File: config.mk
export PLATFORM = sky130hd
export DESIGN_NAME = read_cycle_trigger_handshake
export DESIGN_NICKNAME = d
export VERILOG_FILES = /design/src/hdl/read_cycle_pkg.sv /design/src/hdl/edge_detect.sv /design/src/hdl/read_cycle_trigger_handshake.sv /design/src/hdl/tag_counter.sv
export VERILOG_INCLUDE_DIRS = /design/src /design/src/hdl
export SDC_FILE = /design/constraint.sdc
export NUM_CORES = 1
export LEC_CHECK = 0
export ABC_AREA = 1
export BUFFER_PORTS_ARGS = -buffer_cell sky130_fd_sc_hd__buf_2
export CORE_AREA = 5 5 124 126
export CTS_CLUSTER_SIZE = 12
export DETAILED_ROUTE_END_ITERATION = 10
export DIE_AREA = 0 0 129 131
export GPL_ROUTABILITY_DRIVEN = 1
export PLACE_DENSITY = 0.79
export SYNTH_ARGS = -nofsm -noshare
export SYNTH_HDL_FRONTEND = slang
export SYNTH_SLANG_ARGS = --single-unit
File: constraint.sdc
create_clock -name clock -period 2.7 [get_ports clock]
set_input_delay 0.405 -clock clock [delete_from_list [all_inputs] [get_ports clock]]
set_output_delay 0.405 -clock clock [all_outputs]
set_load 0.1 [all_outputs]
File: src/hdl/read_cycle_defs.svh
// Constants for the read cycle trigger handshake
`ifndef READ_CYCLE_DEFS_SVH
`define READ_CYCLE_DEFS_SVH
`define IN_INSTANCE 100
`define OUT_INSTANCE 197
`define RPI_MIN_US 8000
`define RPI_MAX_US 65000
`define RPI_DEF_US 20000
`define CLOCK_MHZ 25
`define TAG_W 16
`define CAPTURES_DEF 2
`define REG_ADDR_W 4
`define REG_CTRL 4'h0
`define REG_STATUS 4'h1
`define REG_IRQ_STAT 4'h2
`define REG_IRQ_MASK 4'h3
`define REG_CYCLE_TAG 4'h4
`define REG_RESULT_TAG 4'h5
`define REG_COUNTS 4'h6
`define REG_LENGTH 4'h7
`define IRQ_START 0
`define IRQ_DECODE 1
`define IRQ_DONE 2
`define IRQ_W 3
`endif

File: src/hdl/read_cycle_pkg.sv
// Types for the read cycle trigger handshake
`include "read_cycle_defs.svh"
package read_cycle_pkg;
  typedef logic [`TAG_W-1:0] tag_t;
  typedef struct packed
  {
    logic trigger_seen_bit;
    logic capture_done;
    logic trigger_ready;
    logic cycle_passed;
    tag_t cycle_tag;
    tag_t result_tag;
  } in_assembly_s;
  typedef struct packed
  {
    logic capture_start;
    logic capture_end;
    logic decode_start;
    logic cycle_end;
    logic cycle_ok;
  } engine_s;
  typedef enum logic [2:0] {IDLE, CAPTURE, GAP, FINISH} phase_e;
endpackage

File: src/hdl/edge_detect.sv
// Rising edge finder for the trigger flag
`timescale 1ns/1ps
module edge_detect
(
  input wire logic clock,
  input wire logic rst_n,
  input wire logic level,
  output logic rise
);
  logic level_r;
  always_ff @(posedge clock or negedge rst_n)
  begin
    if (!rst_n)
      level_r <= 1'b0;
    else
      level_r <= level;
  end
  assign rise = level & ~level_r;
endmodule

File: src/hdl/read_cycle_trigger_handshake.sv
// Device side trigger and report handshake of the code reader
`timescale 1ns/1ps
`include "read_cycle_defs.svh"
module read_cycle_trigger_handshake
(
  input wire logic clock,
  input wire logic rst_n,
  input wire logic trigger,
  input wire read_cycle_pkg::engine_s engine,
  input wire logic [`REG_ADDR_W-1:0] reg_addr,
  input wire logic [31:0] reg_wdata,
  input wire logic reg_write,
  input wire logic reg_read,
  output logic [31:0] reg_rdata,
  output read_cycle_pkg::in_assembly_s status,
  output logic capture_go,
  output logic irq
);
  import read_cycle_pkg::*;

  logic trig_rise;
  logic tag_step;
  tag_t next_tag;
  phase_e phase_r;
  logic seen_r;
  logic done_r;
  logic ready_r;
  logic passed_r;
  tag_t cycle_r;
  tag_t result_r;
  logic go_r;
  logic enable_r;
  logic [7:0] captures_r;
  logic [7:0] taken_r;
  logic decoding_r;
  logic [`IRQ_W-1:0] irq_stat_r;
  logic [`IRQ_W-1:0] irq_mask_r;
  logic [`IRQ_W-1:0] irq_evt;
  logic [31:0] rdata_r;
  logic irq_r;
  logic start_go;
  logic [15:0] good_r;
  logic [15:0] fail_r;
  logic [15:0] span_r;
  logic [15:0] length_r;

  // One past the captures already taken
  function automatic logic [7:0] bump(input logic [7:0] v);
    bump = v + 8'h01;
  endfunction

  // Write decode shared by every writable register
  function automatic logic write_hit
  (
    input logic wr,
    input logic [`REG_ADDR_W-1:0] at,
    input logic [`REG_ADDR_W-1:0] want
  );
    write_hit = wr && (at == want);
  endfunction

  // Triggers while disabled or busy are dropped, not queued
  assign start_go = (phase_r == IDLE) && trig_rise && enable_r;

  edge_detect u_edge
  (
    .clock(clock),
    .rst_n(rst_n),
    .level(trigger),
    .rise(trig_rise)
  );

  // New tag only on the first decode of a cycle
  assign tag_step = engine.decode_start & ~decoding_r;

  tag_counter #(.W(`TAG_W)) u_tag
  (
    .clock(clock),
    .rst_n(rst_n),
    .step(tag_step),
    .tag(next_tag)
  );

  // Trigger seen mirrors sampled trigger level
  // Sampled every clock, far inside any packet interval
  always_ff @(posedge clock or negedge rst_n)
  begin
    if (!rst_n)
      seen_r <= 1'b0;
    else
      seen_r <= trigger;
  end

  // Capture sequencer
  always_ff @(posedge clock or negedge rst_n)
  begin
    if (!rst_n)
    begin
      phase_r <= IDLE;
      taken_r <= 8'h00;
      go_r <= 1'b0;
    end
    else
    begin
      go_r <= 1'b0;
      case (phase_r)
        IDLE:
        begin
          if (start_go)
          begin
            phase_r <= CAPTURE;
            taken_r <= 8'h00;
            go_r <= 1'b1;
          end
        end
        CAPTURE:
        begin
          if (engine.capture_end)
          begin
            taken_r <= bump(taken_r);
            if (bump(taken_r) >= captures_r)
              phase_r <= FINISH;
            else
              phase_r <= GAP;
          end
        end
        GAP:
        begin
          if (engine.capture_start)
            phase_r <= CAPTURE;
        end
        FINISH:
          phase_r <= IDLE;
        default:
          phase_r <= IDLE;
      endcase
    end
  end

  // Capture done and trigger ready flags
  always_ff @(posedge clock or negedge rst_n)
  begin
    if (!rst_n)
    begin
      done_r <= 1'b1;
      ready_r <= 1'b1;
    end
    else if (start_go)
    begin
      done_r <= 1'b0;
      ready_r <= 1'b0;
    end
    else if (phase_r == GAP && engine.capture_start)
    begin
      done_r <= 1'b0;
      ready_r <= 1'b0;
    end
    else if (phase_r == GAP || phase_r == FINISH)
    begin
      done_r <= 1'b1;
      ready_r <= 1'b1;
    end
  end

  // Cycle tag, result tag and pass flag
  always_ff @(posedge clock or negedge rst_n)
  begin
    if (!rst_n)
    begin
      decoding_r <= 1'b0;
      cycle_r <= '0;
      result_r <= '0;
      passed_r <= 1'b0;
    end
    else
    begin
      if (tag_step)
      begin
        decoding_r <= 1'b1;
        cycle_r <= next_tag + {{(`TAG_W-1){1'b0}}, 1'b1};
      end
      if (engine.cycle_end)
      begin
        decoding_r <= 1'b0;
        // Report written in the same cycle as the tag: both stable together
        result_r <= cycle_r;
        passed_r <= engine.cycle_ok;
      end
    end
  end

  // Report counters wrap; software takes differences
  always_ff @(posedge clock or negedge rst_n)
  begin
    if (!rst_n)
    begin
      good_r <= '0;
      fail_r <= '0;
    end
    else if (engine.cycle_end)
    begin
      if (engine.cycle_ok)
        good_r <= good_r + 16'h0001;
      else
        fail_r <= fail_r + 16'h0001;
    end
  end

  // Clocks from capture start to FINISH, GAP phases included, saturating so a stall never wraps
  always_ff @(posedge clock or negedge rst_n)
  begin
    if (!rst_n)
    begin
      span_r <= '0;
      length_r <= '0;
    end
    else if (start_go)
      span_r <= 16'h0001;
    else if (phase_r == FINISH)
      length_r <= span_r;
    else if (phase_r != IDLE && span_r != 16'hffff)
      span_r <= span_r + 16'h0001;
  end

  assign irq_evt = {engine.cycle_end, tag_step, go_r};

  // Register writes and sticky interrupt bits
  always_ff @(posedge clock or negedge rst_n)
  begin
    if (!rst_n)
    begin
      enable_r <= 1'b1;
      captures_r <= 8'(`CAPTURES_DEF);
      irq_mask_r <= '0;
      irq_stat_r <= '0;
    end
    else
    begin
      if (write_hit(reg_write, reg_addr, `REG_CTRL))
      begin
        enable_r <= reg_wdata[0];
        captures_r <= (reg_wdata[15:8] == 8'h00) ? 8'h01 : reg_wdata[15:8];
      end
      if (write_hit(reg_write, reg_addr, `REG_IRQ_MASK))
        irq_mask_r <= reg_wdata[`IRQ_W-1:0];
      // Set wins over a clear in the same cycle
      if (write_hit(reg_write, reg_addr, `REG_IRQ_STAT))
        irq_stat_r <= (irq_stat_r & ~reg_wdata[`IRQ_W-1:0]) | irq_evt;
      else
        irq_stat_r <= irq_stat_r | irq_evt;
    end
  end

  // Read data one cycle after the strobe, zero otherwise
  always_ff @(posedge clock or negedge rst_n)
  begin
    if (!rst_n)
      rdata_r <= 32'h0;
    else if (reg_read)
    begin
      case (reg_addr)
        `REG_CTRL: rdata_r <= {16'h0, captures_r, 7'h0, enable_r};
        `REG_STATUS: rdata_r <= {26'h0, phase_r, passed_r, ready_r, done_r};
        `REG_IRQ_STAT: rdata_r <= {29'h0, irq_stat_r};
        `REG_IRQ_MASK: rdata_r <= {29'h0, irq_mask_r};
        `REG_CYCLE_TAG: rdata_r <= {16'h0, cycle_r};
        `REG_RESULT_TAG: rdata_r <= {16'h0, result_r};
        `REG_COUNTS: rdata_r <= {fail_r, good_r};
        `REG_LENGTH: rdata_r <= {16'h0, length_r};
        default: rdata_r <= 32'h0;
      endcase
    end
    else
      rdata_r <= 32'h0;
  end

  always_ff @(posedge clock or negedge rst_n)
  begin
    if (!rst_n)
      irq_r <= 1'b0;
    else
      irq_r <= |(irq_stat_r & irq_mask_r);
  end

  assign reg_rdata = rdata_r;
  assign capture_go = go_r;
  assign irq = irq_r;
  assign status = '{seen_r, done_r, ready_r, passed_r, cycle_r, result_r};
endmodule

File: src/hdl/tag_counter.sv
// Cycle tag generator, never repeats the previous value
`timescale 1ns/1ps
module tag_counter #(parameter int W = 16)
(
  input wire logic clock,
  input wire logic rst_n,
  input wire logic step,
  output logic [W-1:0] tag
);
  logic [W-1:0] tag_r;
  always_ff @(posedge clock or negedge rst_n)
  begin
    if (!rst_n)
      tag_r <= '0;
    else if (step)
      tag_r <= tag_r + {{(W-1){1'b0}}, 1'b1};
  end
  assign tag = tag_r;
endmodule

# After elaboration in Yosys (flattened, before gate mapping)

Index checks and enable logic that the tools add are counted.

Add/sub/neg operators: 5
Multipliers: 0
Div/mod/pow operators: 0
$lt $le $gt $ge: 1
Equal/unequal tests: 15
Shift-type cells: 0
Mux-type cells: 22
Bitwise logic cells: 11
Reductions and logical operators: 23

Operators with widths:

| kind                                          | count |
|---|---|
| one-hot mux 32 bit (8 select lines)           | 1 |
| adder 16 x 1 -> 16 bit, second input constant | 4 |
| two-way mux 16 bit                            | 3 |
| two-way mux 32 bit                            | 1 |
| two-way mux 8 bit                             | 3 |
| == test 4 x 3 -> 1 bit, second input constant | 4 |
| inequality test 16 bit, second input constant | 1 |
| one-hot mux 8 bit (2 select lines)            | 1 |
| two-way mux 3 bit                             | 4 |
| one-hot mux 3 bit (3 select lines)            | 1 |
| adder 8 x 1 -> 8 bit, second input constant   | 1 |
| == test 4 x 2 -> 1 bit, second input constant | 2 |
| greater-or-equal comparator 8 bit             | 1 |
| zero test 8 bit                               | 1 |
| two-way mux 1 bit                             | 8 |
| inequality test 2 bit, second input constant  | 4 |
| AND reduction 2 bit                           | 4 |
| logical AND 1 bit                             | 7 |
| AND 3 bit                                     | 2 |
| == test 3 x 2 -> 1 bit, second input constant | 2 |
| OR 3 bit                                      | 2 |
| AND reduction 3 bit                           | 2 |
| nonzero test 2 bit                            | 3 |
| nonzero test 3 bit                            | 2 |
| other kinds (9)                               | 13 |

Register bits after elaboration: 160
Latch bits: 0
Memory bits (writable): 0
ROM bits: 0
Input bits: 46
Output and inout bits: 70
Logic and storage cells: 96
Memories kept: 0

# Depth between registers and ports, before layout

Depth after elaboration: 6
Mapped depth: 15
Gate-level depth less buffers: 15

# Modules after synthesis

Synthesis repeated with hierarchy kept, for this count alone.

Cells, all modules: 1091
Area total of the unflattened synthesis: 8752.1 µm²

Modules (own cells, without submodules):

| module                       | times used | cells each | area each (µm²) | sequential area each (µm²) |
|---|---|---|---|---|
| read_cycle_trigger_handshake | 1          | 991        | 7903.8          | 3982.6 |
| tag_counter                  | 1          | 97         | 813.3           | 400.4 |
| edge_detect                  | 1          | 3          | 35.0            | 25.0 |

# Worst setup path before layout

OpenSTA, ideal clock, no wires.

Kind: register -> register
Start: register, netlist name cycle_r[1]
End: register cycle_r[12]
Library setup time: 0.160 ns
Data arrival time: 1.958 ns
Required time: 2.540 ns
Path slack: 0.583 ns
Cell stages (with the launch flop): 8
Path buffers: 0
Period minus slack after synthesis: 2.117 ns
Cell sequence: dfrtp_1 ha_1 nand2_2 nor2_1 nand2_2 nor2_1 nand2_1 xnor2_1

RTL lines:

| element              | line                                | text |
|---|---|---|
| to (signal assigned) | read_cycle_trigger_handshake.sv:180 | `` cycle_r <= next_tag + {{(`TAG_W-1){1'b0}}, 1'b1}; `` |
| to (decl)            | read_cycle_trigger_handshake.sv:29  | `tag_t cycle_r;` |

# Final worst setup path

Start: register taken_r[0]
End: register phase_r[0]

Longest elaborated chain between the ends: 5

Ends and longest elaborated chain:

| element                            | line                                | text |
|---|---|---|
| from (decl)                        | read_cycle_trigger_handshake.sv:34  | `logic [7:0] taken_r;` |
| from (signal assigned)             | read_cycle_trigger_handshake.sv:120 | `taken_r <= bump(taken_r);` |
| adder 8 x 1 -> 8 bit               | read_cycle_trigger_handshake.sv:49  | `bump = v + 8'h01;` |
| greater-or-equal comparator 8 bit  | read_cycle_trigger_handshake.sv:121 | `if (bump(taken_r) >= captures_r)` |
| two-way mux 1 bit                  | read_cycle_trigger_handshake.sv:121 |  |
| two-way mux 3 bit                  | read_cycle_trigger_handshake.sv:118 | `if (engine.capture_end)` |
| one-hot mux 3 bit (3 select lines) | read_cycle_trigger_handshake.sv:106 | `case (phase_r)` |
| to (signal assigned)               | read_cycle_trigger_handshake.sv:111 | `phase_r <= CAPTURE;` |
| to (signal assigned)               | read_cycle_trigger_handshake.sv:122 | `phase_r <= FINISH;` |
| to (signal assigned)               | read_cycle_trigger_handshake.sv:124 | `phase_r <= GAP;` |
| to (decl)                          | read_cycle_trigger_handshake.sv:24  | `phase_e phase_r;` |

No other way between the ends. The select of a mux whose other input is x is not followed.
A chain may end at the register's enable or synchronous reset.

==> impl_results.md <==
* CTS tree: done
* Hold path cells at 1
* Hpwl dp at 14000 um
* Nets at 1103
* Clock Path Buffers at 2
* Die X at 129 um
* Req. time, crit path at 3.06 ns
* Final Setup Violations at 0
* Post-Route WL at 19300 um
* Layout cells sized above 1 at 16.9%
* Switching share of power at 42.4%
* Post-CTS Setup Inserts at 0
* Maxcap violations at 0
* Sink Count at 159
* Placed cell area at 8530 um2
* Mux cell area share after synthesis at 0%
* Largest net degree at the start of global routing at 60
* Post-synthesis cell type count at 43
* Synthesized-area fraction occupied by adder cells at 2.06%
* Grt ovf at 0
* Post-synth EDFFs at 0
* Initial core utilization at 55.5%
* Hold Crit Endpoint: u_edge.level_r
* DR iter-0 viols at 535
* R2R depth at 15
* Largest family of logic cells by synthesized area: simple AND/OR/NAND/NOR gates
* Top_reg_cell synth: dfrtp_1
* Final Cycle Share at 75.7%
* CTS buffer count at 17
* XOR/XNOR Fraction of Synth Area at 4.89%
* Register area share after synthesis at 50.5%
* Post-Syn Area at 7890 um2
* GPL Wtd Cong at 0.906
* Critical path fanouts, max at 5
* Overall power at 8.96 mW
* Reg-to-reg critical path startpoint: taken_r[0]
* # hold bufs at CTS at 1
* First-pass GRT wire length at 32400 um
* Slew headroom at 55.1%
* Most frequent cells in the layout: nand2_1 (245), dfrtp_1 (156), inv_1 (124), buf_2 (93), o21ai_0 (79)
* Hold_ws at 0.137 ns
* Vias in the first global route at 6597
* # DRC at 0
* NetSw at 3.80 mW
* Clock transition at path regs at 0.06 ns
* Async set-reset flop share out of synthesis at 100%
* Synth top area share at 49.5%
* Syn_area_per_cell at 8.35 um2
* Antenna Nets Post-Route at 0
* Synth area leader: dfrtp_1
* I/O pins at 116
* Post-Route Utilization at 64.5%
* Area grow syn2layout at 16.2%
* H-tree lvl count at 4
* Crit. End Element: register
* Worst hold start: trigger
* Post-Syn Instances at 945
* Routed via count at 6685
* Post-cts sizing count at 0
* Reg2Reg Setup Slack at 0.66 ns
* Outcome: finished clean
* Antenna violations before repair at 0
* Kind of path behind the tightest hold check: in2reg
* Pwr dens at 977 nW/um2
* Filler cells at 1154
* Final Max Slew Viols at 0
* Clk pwr share at 28.6%
* Number of synthesized register bits at 159
* Worst ir drop on vdd at 0.878 mV
* Critical path startpoint category: register
* Setup TNS at 0 ns
* Mapped Nets at 1004
* Drt first pass iters at 6
* Flop pwr share at 37.8%
* Core Area at 14200 um2
* Final hold violation count at 0
* CP arrival at 2.40 ns
* Clock network latency to the later pin of the worst-skew pair at 0.42 ns
* Die height at 131 um
* Number of cell rows at 44
* Synth Area in Compound Gates at 8.47%
* Clock root buffer: clkbuf_16
* Fmax achieved at 0.489 GHz
* Reg2reg end: phase_r[0]
* Layout Skew at 0.00547 ns
* Final non-filler cell total at 1240
* Unrepaired setup endpoints after global routing: no
* WL/cell at 15.6 um
* Post-layout instance area at 9170 um2
* Slew @ Worst Pin at 0.669 ns
* Synth top area cells: dfrtp_1 (50%), nand2_1 (12%), inv_1 (5.9%)
* GRT Overall Usage at 24.2%
* Via density at 5.39
* Tmin final at 2.04 ns
* Combinational power share at 33.6%
* Commonest non-fill, non-tap cell in the layout: nand2_1
* Ys Warns at 0
* Final setup margin at 0.656 ns
* Diode count at 0
* Crit path kind: reg2reg
* Int Pwr at 5.16 mW
* Port bufs at 94
* Dpl cells at 1208
* Synth Area in Simple Gates at 26.3%
* Die area at 16900 um2
* LEAKAGE at 4.71 nW
* Pre-CTS setup slack at 0.672 ns
==> power groups by stage <==
stage / logic, mW / registers, mW / clock network, mW
2_1_floorplan: 1.49 / 4.31 / 0
3_3_place_gp: 2.94 / 3.39 / 0
3_5_place_dp: 3.00 / 3.40 / 0
4_1_cts: 3.03 / 3.37 / 2.59
5_1_grt: 3.29 / 3.45 / 2.71
6_report: 3.01 / 3.38 / 2.56
==> worst max-delay path: stages (launching register included) <==
cell	delay [ns]
dfrtp_1	0.40
ha_1	0.20
nand3_1	0.12
nor2_1	0.12
nand2_1	0.07
xor2_1	0.16
inv_1	0.06
ha_1	0.26
nand2_1	0.06
nor2_1	0.14
nand4_1	0.09
nand3_1	0.10
nand2_1	0.06
nand2_1	0.06
nand2_1	0.05
nand2_1	0.05
==> per-layer routing <==
metal / global-route usage, % / wire [um]
met1: 31.3 / 8040
met2: 40.2 / 9380
met3: 3.82 / 1180
met4: 11.7 / 694
met5: 0 / 0
==> sequential cells by signal, summed over array words and instances, names as in the netlist <==
name,cells
reg_rdata,32
enable_r,1
good_r,16
cycle_r,16
irq_mask_r,3
length_r,16
capture_go,1
passed_r,1
decoding_r,1
phase_r,2
ready_r,1
captures_r,8
irq,1
irq_stat_r,3
result_r,16
fail_r,16
u_edge.level_r,1
span_r,16
taken_r,8
==> synthesized netlist by cell type, drive strengths merged (2+ instances only) <==
cell type,n
nand3,54
o21ai,94
nand2,258
dfstp,3
xnor2,3
xor2,41
o221ai,3
o22ai,9
and2,3
dfrtp,156
clkbuf,10
inv,127
nand3b,2
buf,12
ha,13
nor2,85
nand4,16
a21oi,10
nor3,38
nor4,2
==> final cells by class <==
cell class              count  area (um2)  area share [%]
clock inverters            10         159            1.73
well taps                 184         230            2.51
multi-input cells         636        3290            35.9
flip-flops and latches    159        3980            43.4
clock buffers              21         470            5.13
inverters                 128         485            5.30
repair buffers            102         552            6.02
==> worst max path at each step <==
stage	start	end	depth (start not counted)
final	taken_r[0]	phase_r[0]	15
after global placement	taken_r[0]	phase_r[0]	15
after global routing	taken_r[0]	phase_r[0]	15
after floorplan	cycle_r[1]	cycle_r[12]	7
after detailed placement	taken_r[0]	phase_r[0]	15
after CTS	taken_r[0]	phase_r[0]	15
==> kinds of logic (layout without fill, tap and decap cells) <==
logic type                 Yosys count  after routing
buffers and inverters              150            261
xor gates and xnor gates            44             44
and+or+nand+nor                    458            458
DFF                                159            159
AOI/OAI and AO/OA                  121            121
adders and majority gates           13             13
Power figures use the tool's default switching activity.
